===== src/psc_pkg.sv =====
/*
 * Shared constants for the PLL synthesizer configuration register bank:
 * byte offsets, field positions, reset values, write masks and codes.
 * Assumes an 8-bit register port with byte-wide registers.
 */
package psc_pkg;

    // bus and bank geometry
    localparam int PSC_AW = 8;
    localparam int PSC_DW = 8;
    localparam int PSC_NREG = 11;

    // register indexes inside the bank
    localparam int PSC_R_DBLCP = 0;
    localparam int PSC_R_NHI = 1;
    localparam int PSC_R_NLO = 2;
    localparam int PSC_R_NUM2 = 3;
    localparam int PSC_R_NUM1 = 4;
    localparam int PSC_R_NUM0 = 5;
    localparam int PSC_R_DEN2 = 6;
    localparam int PSC_R_DEN1 = 7;
    localparam int PSC_R_DEN0 = 8;
    localparam int PSC_R_MOD = 9;
    localparam int PSC_R_LFR2 = 10;

    // register offsets
    localparam logic [7:0] PSC_OFS_DBLCP = 8'h39;
    localparam logic [7:0] PSC_OFS_NHI = 8'h3A;
    localparam logic [7:0] PSC_OFS_NLO = 8'h3B;
    localparam logic [7:0] PSC_OFS_NUM2 = 8'h3C;
    localparam logic [7:0] PSC_OFS_NUM1 = 8'h3D;
    localparam logic [7:0] PSC_OFS_NUM0 = 8'h3E;
    localparam logic [7:0] PSC_OFS_DEN2 = 8'h3F;
    localparam logic [7:0] PSC_OFS_DEN1 = 8'h40;
    localparam logic [7:0] PSC_OFS_DEN0 = 8'h41;
    localparam logic [7:0] PSC_OFS_MOD = 8'h42;
    localparam logic [7:0] PSC_OFS_LFR2 = 8'h43;

    // field positions
    localparam int PSC_DBL_BIT = 4;
    localparam int PSC_CP_MSB = 3;
    localparam int PSC_NHI_MSB = 3;
    localparam int PSC_TOP_MSB = 5;
    localparam int PSC_DTH_MSB = 3;
    localparam int PSC_DTH_LSB = 2;
    localparam int PSC_ORD_MSB = 1;
    localparam int PSC_R2_MSB = 5;

    // reset values
    localparam logic [7:0] PSC_RST_DBLCP = 8'h18;
    localparam logic [7:0] PSC_RST_NHI = 8'h00;
    localparam logic [7:0] PSC_RST_NLO = 8'h66;
    localparam logic [7:0] PSC_RST_ZERO = 8'h00;
    localparam logic [7:0] PSC_RST_MOD = 8'h0C;
    localparam logic [7:0] PSC_RST_LFR2 = 8'h24;

    // writable bits; the rest read as zero
    localparam logic [7:0] PSC_MSK_DBLCP = 8'h3F;
    localparam logic [7:0] PSC_MSK_NIB = 8'h0F;
    localparam logic [7:0] PSC_MSK_SIX = 8'h3F;
    localparam logic [7:0] PSC_MSK_FULL = 8'hFF;

    // charge-pump current in units of 0.1 mA
    localparam logic [3:0] PSC_CP_STEP_MAX = 4'h7;
    localparam logic [3:0] PSC_CP_CODE_HI = 4'h8;
    localparam logic [6:0] PSC_CP_STEP = 7'h04;
    localparam logic [6:0] PSC_CP_HI = 7'h40;

    // divide ratio floor
    localparam logic [11:0] PSC_DIV_MIN = 12'h001;

    // modulator modes
    typedef enum logic [1:0] {
        PSC_DTH_WEAK = 2'h0,
        PSC_DTH_MED = 2'h1,
        PSC_DTH_STRONG = 2'h2,
        PSC_DTH_OFF = 2'h3
    } psc_dither_t;

    typedef enum logic [1:0] {
        PSC_ORD_INT = 2'h0,
        PSC_ORD_1ST = 2'h1,
        PSC_ORD_2ND = 2'h2,
        PSC_ORD_3RD = 2'h3
    } psc_order_t;

    // per-register tables, indexed as above
    localparam logic [7:0] PSC_OFS [PSC_NREG] = '{
        PSC_OFS_DBLCP, PSC_OFS_NHI, PSC_OFS_NLO, PSC_OFS_NUM2,
        PSC_OFS_NUM1, PSC_OFS_NUM0, PSC_OFS_DEN2, PSC_OFS_DEN1,
        PSC_OFS_DEN0, PSC_OFS_MOD, PSC_OFS_LFR2};
    localparam logic [7:0] PSC_RST [PSC_NREG] = '{
        PSC_RST_DBLCP, PSC_RST_NHI, PSC_RST_NLO, PSC_RST_ZERO,
        PSC_RST_ZERO, PSC_RST_ZERO, PSC_RST_ZERO, PSC_RST_ZERO,
        PSC_RST_ZERO, PSC_RST_MOD, PSC_RST_LFR2};
    localparam logic [7:0] PSC_MSK [PSC_NREG] = '{
        PSC_MSK_DBLCP, PSC_MSK_NIB, PSC_MSK_FULL, PSC_MSK_SIX,
        PSC_MSK_FULL, PSC_MSK_FULL, PSC_MSK_SIX, PSC_MSK_FULL,
        PSC_MSK_FULL, PSC_MSK_NIB, PSC_MSK_SIX};

endpackage : psc_pkg


===== src/psc_pll_regs.sv =====
/*
 * Byte-wide configuration register bank of a fractional-N PLL: reference
 * doubler, charge-pump gain, integer and fractional divider, modulator
 * and loop-filter R2 code, with decoded control outputs.
 * Assumes a single-master register port: one-cycle strobes, never both
 * at once, read data valid in the cycle after the read strobe only.
 */
// Overview of operation
// RL1: bit 4 of doubler/cp register enables primary reference doubler, resets to 1.
// RL2: cp gain in bits 3:0 resets to 8; codes 1-7 step 0.4 mA, 8 is 6.4 mA.
// RL3: integer divider is 12 bits; codes 0 and 1 divide by one.
// RL4: divider bits 11:8 sit in bits 3:0 of high register; 7:4 reserved.
// RL5: divider bits 7:0 fill the low register, reset 0x66, ratio 102.
// RL6: 22-bit numerator over three registers, top holds bits 21:16, reset 0.
// RL7: 22-bit denominator over three registers, top holds bits 21:16, reset 0.
// RL8: dither select in bits 3:2: weak, medium, strong, off; resets to off.
// RL9: modulator order in bits 1:0: integer, first to third order; resets 0.
// RL10: six-bit loop-filter R2 code resets to 0x24.
// RL11: reserved bits read zero and ignore writes, except bit 5 of doubler/cp register, which stores; fields read back.
`timescale 1ns/1ps
`default_nettype none
module psc_pll_regs (
    // clock and reset
    input wire logic clk,
    input wire logic rstn,
    // register port
    input wire logic [psc_pkg::PSC_AW-1:0] addr,
    input wire logic [psc_pkg::PSC_DW-1:0] wdata,
    input wire logic wr_en,
    input wire logic rd_en,
    output logic [psc_pkg::PSC_DW-1:0] rdata,
    // reference and charge pump
    output logic primary_ref_doubler_en,
    output logic [3:0] cp_gain_code,
    output logic [6:0] cp_current,
    // dividers
    output logic [11:0] int_feedback_divider,
    output logic [11:0] int_divide_ratio,
    output logic [21:0] frac_numerator,
    output logic [21:0] frac_denominator,
    // modulator and loop filter
    output logic [1:0] modulator_dither_select,
    output logic [1:0] modulator_order,
    output logic dither_active,
    output logic frac_mode,
    output logic [5:0] loop_filter_r2_code
);
    import psc_pkg::*;

    logic [7:0] reg_q [PSC_NREG];
    logic [PSC_NREG-1:0] hit;
    logic [7:0] rdata_q;
    logic [7:0] rdata_d;
    logic dth_q;
    logic dth_d;
    logic frac_q;
    logic frac_d;

    // one register per entry; a write lands only on its own offset
    genvar gi;
    generate
        for (gi = 0; gi < PSC_NREG; gi = gi + 1) begin : g_reg
            assign hit[gi] = (addr == PSC_OFS[gi]);
            psc_field_reg #(
                .RST_VAL(PSC_RST[gi]),
                .WR_MASK(PSC_MSK[gi])
            ) u_reg (
                .clk(clk),
                .rstn(rstn),
                .we(wr_en && hit[gi]),
                .wdata(wdata),
                .q(reg_q[gi])
            );
        end
    endgenerate

    // field extraction from the stored bytes
    assign primary_ref_doubler_en = reg_q[PSC_R_DBLCP][PSC_DBL_BIT]; // RL1
    assign cp_gain_code = reg_q[PSC_R_DBLCP][PSC_CP_MSB:0]; // RL2
    assign int_feedback_divider = {
        reg_q[PSC_R_NHI][PSC_NHI_MSB:0], // RL4
        reg_q[PSC_R_NLO]}; // RL5
    assign frac_numerator = {
        reg_q[PSC_R_NUM2][PSC_TOP_MSB:0],
        reg_q[PSC_R_NUM1],
        reg_q[PSC_R_NUM0]}; // RL6
    assign frac_denominator = {
        reg_q[PSC_R_DEN2][PSC_TOP_MSB:0],
        reg_q[PSC_R_DEN1],
        reg_q[PSC_R_DEN0]}; // RL7
    assign modulator_dither_select =
        reg_q[PSC_R_MOD][PSC_DTH_MSB:PSC_DTH_LSB]; // RL8
    assign modulator_order = reg_q[PSC_R_MOD][PSC_ORD_MSB:0]; // RL9
    assign loop_filter_r2_code = reg_q[PSC_R_LFR2][PSC_R2_MSB:0]; // RL10

    // ratio and current decode, registered
    psc_div_decode u_dec (
        .clk(clk),
        .rstn(rstn),
        .div_code(int_feedback_divider),
        .cp_code(cp_gain_code),
        .div_ratio(int_divide_ratio),
        .cp_current(cp_current)
    );

    // modulator mode flags
    always_comb begin
        dth_d = (psc_dither_t'(modulator_dither_select) != PSC_DTH_OFF); // RL8
        frac_d = (psc_order_t'(modulator_order) != PSC_ORD_INT); // RL9
    end

    always_ff @(posedge clk or negedge rstn) begin
        if (!rstn) begin
            dth_q <= 1'b0;
            frac_q <= 1'b0;
        end else begin
            dth_q <= dth_d;
            frac_q <= frac_d;
        end
    end

    assign dither_active = dth_q;
    assign frac_mode = frac_q;

    // read mux: unmapped offsets and idle cycles give zero
    always_comb begin
        rdata_d = 8'h00;
        if (rd_en) begin
            for (int i = 0; i < PSC_NREG; i++) begin
                if (hit[i]) begin
                    rdata_d = reg_q[i]; // RL11
                end
            end
        end
    end

    always_ff @(posedge clk or negedge rstn) begin
        if (!rstn) begin
            rdata_q <= 8'h00;
        end else begin
            rdata_q <= rdata_d;
        end
    end

    assign rdata = rdata_q;

    // first cycle after reset release
    logic first_q;
    always_ff @(posedge clk or negedge rstn) begin
        if (!rstn) begin
            first_q <= 1'b1;
        end else begin
            first_q <= 1'b0;
        end
    end
endmodule : psc_pll_regs
`default_nettype wire


===== src/psc_field_reg.sv =====
/*
 * One byte-wide configuration register with reset value and write mask.
 * Assumes a one-cycle write enable from the bank decoder.
 */
`timescale 1ns/1ps
`default_nettype none
module psc_field_reg #(
    parameter logic [7:0] RST_VAL = 8'h00,
    parameter logic [7:0] WR_MASK = 8'hFF
) (
    // clock and reset
    input wire logic clk,
    input wire logic rstn,
    // write side
    input wire logic we,
    input wire logic [7:0] wdata,
    // stored value
    output logic [7:0] q
);
    logic [7:0] val_q;
    logic [7:0] val_d;

    // masked bits never store, so they read as zero
    always_comb begin
        val_d = val_q;
        if (we) begin
            val_d = wdata & WR_MASK; // RL11
        end
    end

    // storage
    always_ff @(posedge clk or negedge rstn) begin
        if (!rstn) begin
            val_q <= RST_VAL & WR_MASK;
        end else begin
            val_q <= val_d;
        end
    end

    assign q = val_q;
endmodule : psc_field_reg
`default_nettype wire


===== src/psc_div_decode.sv =====
/*
 * Registered decode of the divider code into an effective ratio and of
 * the charge-pump code into a current in 0.1 mA units.
 * Assumes codes come straight from the register bank.
 */
`timescale 1ns/1ps
`default_nettype none
module psc_div_decode (
    // clock and reset
    input wire logic clk,
    input wire logic rstn,
    // codes
    input wire logic [11:0] div_code,
    input wire logic [3:0] cp_code,
    // decoded values
    output logic [11:0] div_ratio,
    output logic [6:0] cp_current
);
    import psc_pkg::*;

    logic [11:0] ratio_q;
    logic [11:0] ratio_d;
    logic [6:0] cp_q;
    logic [6:0] cp_d;

    // codes 0 and 1 both divide by one; unlisted cp codes give no current
    always_comb begin
        ratio_d = div_code;
        if (div_code <= PSC_DIV_MIN) begin
            ratio_d = PSC_DIV_MIN; // RL3
        end
        cp_d = 7'h00;
        if (cp_code == PSC_CP_CODE_HI) begin
            cp_d = PSC_CP_HI; // RL2
        end else if (cp_code <= PSC_CP_STEP_MAX) begin
            cp_d = 7'({3'h0, cp_code} * PSC_CP_STEP); // RL2
        end
    end

    // output flops
    always_ff @(posedge clk or negedge rstn) begin
        if (!rstn) begin
            ratio_q <= 12'h000;
            cp_q <= 7'h00;
        end else begin
            ratio_q <= ratio_d;
            cp_q <= cp_d;
        end
    end

    assign div_ratio = ratio_q;
    assign cp_current = cp_q;
endmodule : psc_div_decode
`default_nettype wire


===== config.mk =====
export PLATFORM = sky130hd
export DESIGN_NAME = psc_pll_regs
export DESIGN_NICKNAME = d
export VERILOG_FILES = /design/src/psc_pkg.sv /design/src/psc_pll_regs.sv /design/src/psc_field_reg.sv /design/src/psc_div_decode.sv
export SDC_FILE = /design/constraint.sdc
export NUM_CORES = 1
export LEC_CHECK = 0
export BUFFER_PORTS_ARGS = -buffer_cell sky130_fd_sc_hd__buf_2
export CAP_MARGIN = 5
export CORE_ASPECT_RATIO = 0.6
export CORE_MARGIN = 3
export CORE_UTILIZATION = 40
export DETAILED_ROUTE_END_ITERATION = 16
export GPL_ROUTABILITY_DRIVEN = 0
export PLACE_DENSITY = 0.69
export SETUP_SLACK_MARGIN = 0.3
export SYNTH_ARGS = -nofsm -noshare
export SYNTH_HDL_FRONTEND = slang
export SYNTH_SLANG_ARGS = --single-unit

===== constraint.sdc =====
create_clock -name clk -period 1.66 [get_ports clk]
set_clock_uncertainty 0.15 [all_clocks]
set_input_delay 0 -clock clk [delete_from_list [all_inputs] [get_ports clk]]
set_output_delay 0 -clock clk [all_outputs]
set_load 0.01 [all_outputs]

Word level (Yosys, flattened, before mapping)
Cells that the tools add are included.
{"block": "word_totals", "register_bits": 101, "in_bits": 20, "output_inout_bits": 100, "word_cells": 58}
{"block": "classes", "order_cmp": 2, "eq_ne": 13, "mux": 15, "reduce_logical": 12}
{"cell": "8-bit two-way mux", "n": 10}
{"cell": "8-bit by 6-bit == test with 1-bit output, second input constant", "n": 7}
{"cell": "8-bit by 7-bit == test with 1-bit output, second input constant", "n": 4}
{"cell": "6-bit two-way mux", "n": 3}
{"cell": "12-bit by 1-bit less-or-equal comparator with 1-bit output, second input constant", "n": 1}
{"cell": "12-bit two-way mux", "n": 1}
{"cell": "1-bit logical AND", "n": 11}
{"cell": "7-bit two-way mux", "n": 1}
{"cell": "4-bit == test, second input constant", "n": 1}
{"cell": "4-bit by 3-bit less-or-equal comparator with 1-bit output, second input constant", "n": 1}
{"cell": "2-bit inequality test, second input constant", "n": 1}
{"cell": "2-bit nonzero test", "n": 1}

Longest topological paths before layout
{"block": "depth", "ltp_word": 13, "mapped_depth": 8, "depth_no_buf": 4}

Cells and area by module
A second synthesis with hierarchy kept.
{"block": "unflattened", "cells_unflattened": 366, "area_unflattened_um2": 4977.3}
{"mod": "psc_pll_regs", "n_inst": 1, "cells_each": 152, "area_each_um2": 1328.8, "seq_area_each_um2": 250.2}
{"mod": "psc_field_reg (g_reg[4].u_reg ...)", "n_inst": 4, "cells_each": 17, "area_each_um2": 331.6, "seq_area_each_um2": 200.2}
{"mod": "psc_field_reg (g_reg[0].u_reg ...)", "n_inst": 2, "cells_each": 16, "area_each_um2": 272.8, "seq_area_each_um2": 152.6}
{"mod": "psc_field_reg (g_reg[3].u_reg ...)", "n_inst": 2, "cells_each": 16, "area_each_um2": 270.3, "seq_area_each_um2": 150.1}
{"mod": "psc_div_decode", "n_inst": 1, "cells_each": 39, "area_each_um2": 539.3, "seq_area_each_um2": 425.4}
{"mod": "psc_field_reg (g_reg[2].u_reg)", "n_inst": 1, "cells_each": 17, "area_each_um2": 336.6, "seq_area_each_um2": 205.2}
{"mod": "psc_field_reg (g_reg[9].u_reg)", "n_inst": 1, "cells_each": 13, "area_each_um2": 181.4, "seq_area_each_um2": 102.6}
{"mod": "psc_field_reg (g_reg[1].u_reg)", "n_inst": 1, "cells_each": 13, "area_each_um2": 178.9, "seq_area_each_um2": 100.1}

Least setup slack after synthesis
OpenSTA, ideal clock, no wires.
{"block": "synth_path", "path_type": "register to register", "startpoint": "register g_reg[2].u_reg.val_q[3]", "endpoint": "register rdata_q[3], in the netlist rdata[3]", "setup_ps": 134, "t_arrival_ps": 1183, "setup_slack_ps": 193, "stages_incl_launch_ff": 5, "n_path_buf": 0, "period_less_slack_ps": 1467, "cell_sequence": "dfrtp_1 -> mux2_2 -> a211o_1 -> o211ai_1 -> a221oi_1"}
{"block": "synth_between", "elab_chain_cells": 10}
{"item": "start, declared", "line": "psc_field_reg.sv:20", "text": "logic [7:0] val_q;"}
{"item": "start signal, assigned", "line": "psc_field_reg.sv:34", "text": "val_q <= RST_VAL & WR_MASK;"}
{"item": "start signal, assigned", "line": "psc_field_reg.sv:36", "text": "val_q <= val_d;"}
{"item": "8-bit two-way mux (9 in series)", "line": "psc_pll_regs.sv:130", "text": "if (hit[i]) begin"}
{"item": "8-bit two-way mux", "line": "psc_pll_regs.sv:128", "text": "if (rd_en) begin"}
{"item": "net rdata_d[3]", "line": "psc_pll_regs.sv:53", "text": "logic [7:0] rdata_d;"}
{"item": "end signal, assigned", "line": "psc_pll_regs.sv:141", "text": "rdata_q <= rdata_d;"}
{"item": "end, declared", "line": "psc_pll_regs.sv:52", "text": "logic [7:0] rdata_q;"}
The timed path passes the listed nets, and every way through them passes these cells.
A chain may end at the register's enable or synchronous reset.

Final worst setup path
{"block": "layout_path", "startpoint": "register g_reg[0].u_reg.val_q[1]", "endpoint": "register rdata_q[1], in the netlist rdata[1]"}
{"block": "layout_between", "elab_chain_cells": 12}
{"item": "start, declared", "line": "psc_field_reg.sv:20"}
{"item": "start signal, assigned", "line": "psc_field_reg.sv:34"}
{"item": "start signal, assigned", "line": "psc_field_reg.sv:36"}
{"item": "6-bit two-way mux (2 in series)", "line": "psc_pll_regs.sv:130"}
{"item": "8-bit two-way mux (9 in series)", "line": "psc_pll_regs.sv:130"}
{"item": "8-bit two-way mux", "line": "psc_pll_regs.sv:128"}
{"item": "net rdata_d[1]", "line": "psc_pll_regs.sv:53"}
The timed path passes the listed nets, and every way through them passes these cells.

==> results.toml <==
[run_status]
status = "finished, final reports clean"

[synthesis]
synthCells = 344
ys_ff_latch = 99
ys_types = 50
synth_area_leaders = "dfrtp_1, mux2_2, dfstp_2, nor2b_1, clkbuf_1"
yosysWarnings = 0
syn_avg_cell_area_sq_um = 13.1
async_flop_share_pct = 100
yosysTopAreaCellShare_pct = 49.4
synth_most_common_cell = "dfrtp_1"
synth_commonest_cells = "dfrtp_1, mux2_2, clkbuf_1, nand2_1"
synth_area_leader_cell = "dfrtp_1"
synth_area_sq_mm = 0.00451
synth_edf_count = 0
ys.flop_type = "dfrtp_1"
synth_seq_area_share_pct = 55.2

[worst_setup_path]
timing.rr.start = "g_reg[0].u_reg.q[1]"
critPathMaxFanout = 2
cp-startpoint = "g_reg[0].u_reg.q[1]"
worst_path_dominant_cell_family = "compound AO/OA/AOI/OAI gates"
cp.arrival_ns = 1.58
path_cells = "mux2_2 -> a221o_1 -> o211ai_1 -> a221oi_2"
reg2reg_slack_ns = 0.15
start_kind = "flop"
reg2reg_to = "rdata[1]"
cp.required_ns = 1.73
crit_path_end_kind = "flop"
cp_slowest_cell = "dfrtp_1"
max_stage_delay_ns = 0.40
crit_type = "flop to flop"
worst-path-buf-inv = 0
r2r_cells = 4

[die]
start_util_pct = 41.8
die_x_um = 143
die_area_sq_mm = 0.0126
io-pin-count = 120
die_y_um = 88.2
rows = 29
core_area_sq_mm = 0.0108

[finish]
nets = 496
drive_above_1_share_pct = 57.2
final_cells = 620
antenna_cells = 0
regArea_sq_mm = 0.00249
fillers = 934
area_growth_syn_to_layout_pct = 29.4
final_area_sq_mm = 0.00583
multiInputGateArea_sq_mm = 0.00189

[pwr]
p_total_mw = 5.44
pwr_density_cell_mw_per_mm2 = 932
ir_worst_vdd_mv = 0.454
leakage_nw = 3.07

[drt]
ant_nets = 0
routed_wl_mm = 12.5
wire_per_inst_um = 20.1
drt_iter0_markers = 161
vias_per_cell = 5.44
drc = 0
drt-pass1-iter-count = 4
vias = 3373

[placed_design]
place_ws_ns = -0.0445
place_area_sq_mm = 0.00530
placed_cells = 585
portBuffers = 117
dp_hpwl_mm = 9.00

[clock_tree]
cts_buffers = 9
cts_tree = "built"
h-tree-depth = 3
cts_buffer_depth = 2
cts_sinks = 99
clk_pin_slew_ns = 0.07
clock_latency_ns = 0.35
cts_root_buffer = "clkbuf_16"

[global_routing]
grt-ovfl-total = 0
antenna_found_initial = 0
grt_pass1_vias = 3332
grt_max_degree = 100
grt_pass1_wl_mm = 19.2
grt_usage_pct = 20.3

[timing]
hold_viol = 0
finalCritPeriodShare_pct = 90.9
slew_headroom_pct = 64.6
slew_viol_final = 0
tightest_slew_ns = 0.531
max_freq_mhz = 663
fin_crit_ns = 1.51
final.setup.worst_slack_ns = 0.151
finalSetupViolCount = 0
rsz0062_at_grt = "yes"

[hold_path]
hp-class = "input pin to flop"
whs_endpoint = "rdata[5]"
min_from = "addr[7]"
hold_depth = 5

[flow_run]
maxCapViolCount = 0
metal layers:
layer / global-route usage, % / share of wire (%) / vias to the layer above
met4: 3.97 / 0.95 / 0
met3: 6.64 / 9.9 / 11
li1: - / - / 1511
met2: 28.1 / 41 / 141
met1: 31.1 / 48 / 1710
met5: 0 / 0 / -
worst reg2reg max path, stage by stage, from the launching register on:
cell and delay (ns):
dfrtp_1 0.40, mux2_2 0.28, a221o_1 0.32, o211ai_1 0.14, a221oi_2 0.09
through the flow:
step | hold slack (ns) | util, % | TNS [ns]
after floorplan | -0.446 | - | 0
after global placement | -0.0571 | 49.2 | -0.157
after detailed placement | -0.0489 | 49.2 | -0.360
after CTS | 0.000417 | 53.6 | 0
after global routing | 0.0303 | 54.1 | 0
final | 0.00605 | 54.1 | 0
cell usage in the layout (no fill, tap or decap), drive strengths merged, types with 5 or more instances in the layout:
cell type    instances
a21oi                6
buf                147
clkbuf               9
dfrtp               89
dfstp               10
dlygate4sd3         10
inv                  6
mux2                81
mux2i                6
nand2               14
nand3                5
nand4                9
nor2b               13
o211ai               6
o21ai               13
cell families (layout without fill, tap and decap cells):
kind of cell | count (synthesis) | in the layout | share of synthesized area, %
other cells | 1 | 3 | 0.0832
buf+inv | 41 | 176 | 4.44
mux | 90 | 90 | 23.4
compound gates | 49 | 49 | 7.41
flops | 99 | 99 | 55.2
simple gates | 64 | 64 | 9.44
timing repair:
| item | CTS | global route |
|---|---|---|
| hold buffers | 10 | 0 |
| setup buffers | 7 | 2 |
| gates resized for setup | 2 | 10 |
| hold endpoints to repair | 170 | 0 |
| pin swaps | 1 | 3 |
| setup endpoints to repair | 4 | 40 |
worst max path at each step:
stage	endpoint	slack [ns]	cells past startpoint
detailed placement	g_reg[8].u_reg.q[7]	-0.04	6
global route	rdata[3]	0.08	4
floorplan	rdata[3]	0.21	4
global placement	g_reg[8].u_reg.q[1]	-0.02	6
finish	rdata[1]	0.15	4
CTS	rdata[1]	0.13	3
where the power goes:
group | internal [mW] | switching (mW)
Sequential | 2.53 | 0.0845
Clock | 1.20 | 0.981
Combinational | 0.288 | 0.351
registers in the layout, indices dropped and copies added, names as in the netlist:
signal,flops
dither_active,1
frac_mode,1
g.u_reg.q,72
rdata,8
u_dec.cp_current,5
u_dec.div_ratio,12
area by class of cell:
cell class / count / area share (%)
multi-input combinational: 206 / 32.4
tap: 139 / 2.98
clock buffer: 9 / 3.86
clock inverter: 7 / 1.44
sequential: 99 / 42.7
timing repair buffer: 157 / 16.3
inverter: 3 / 0.257
Power figures use the tool's default switching activity.
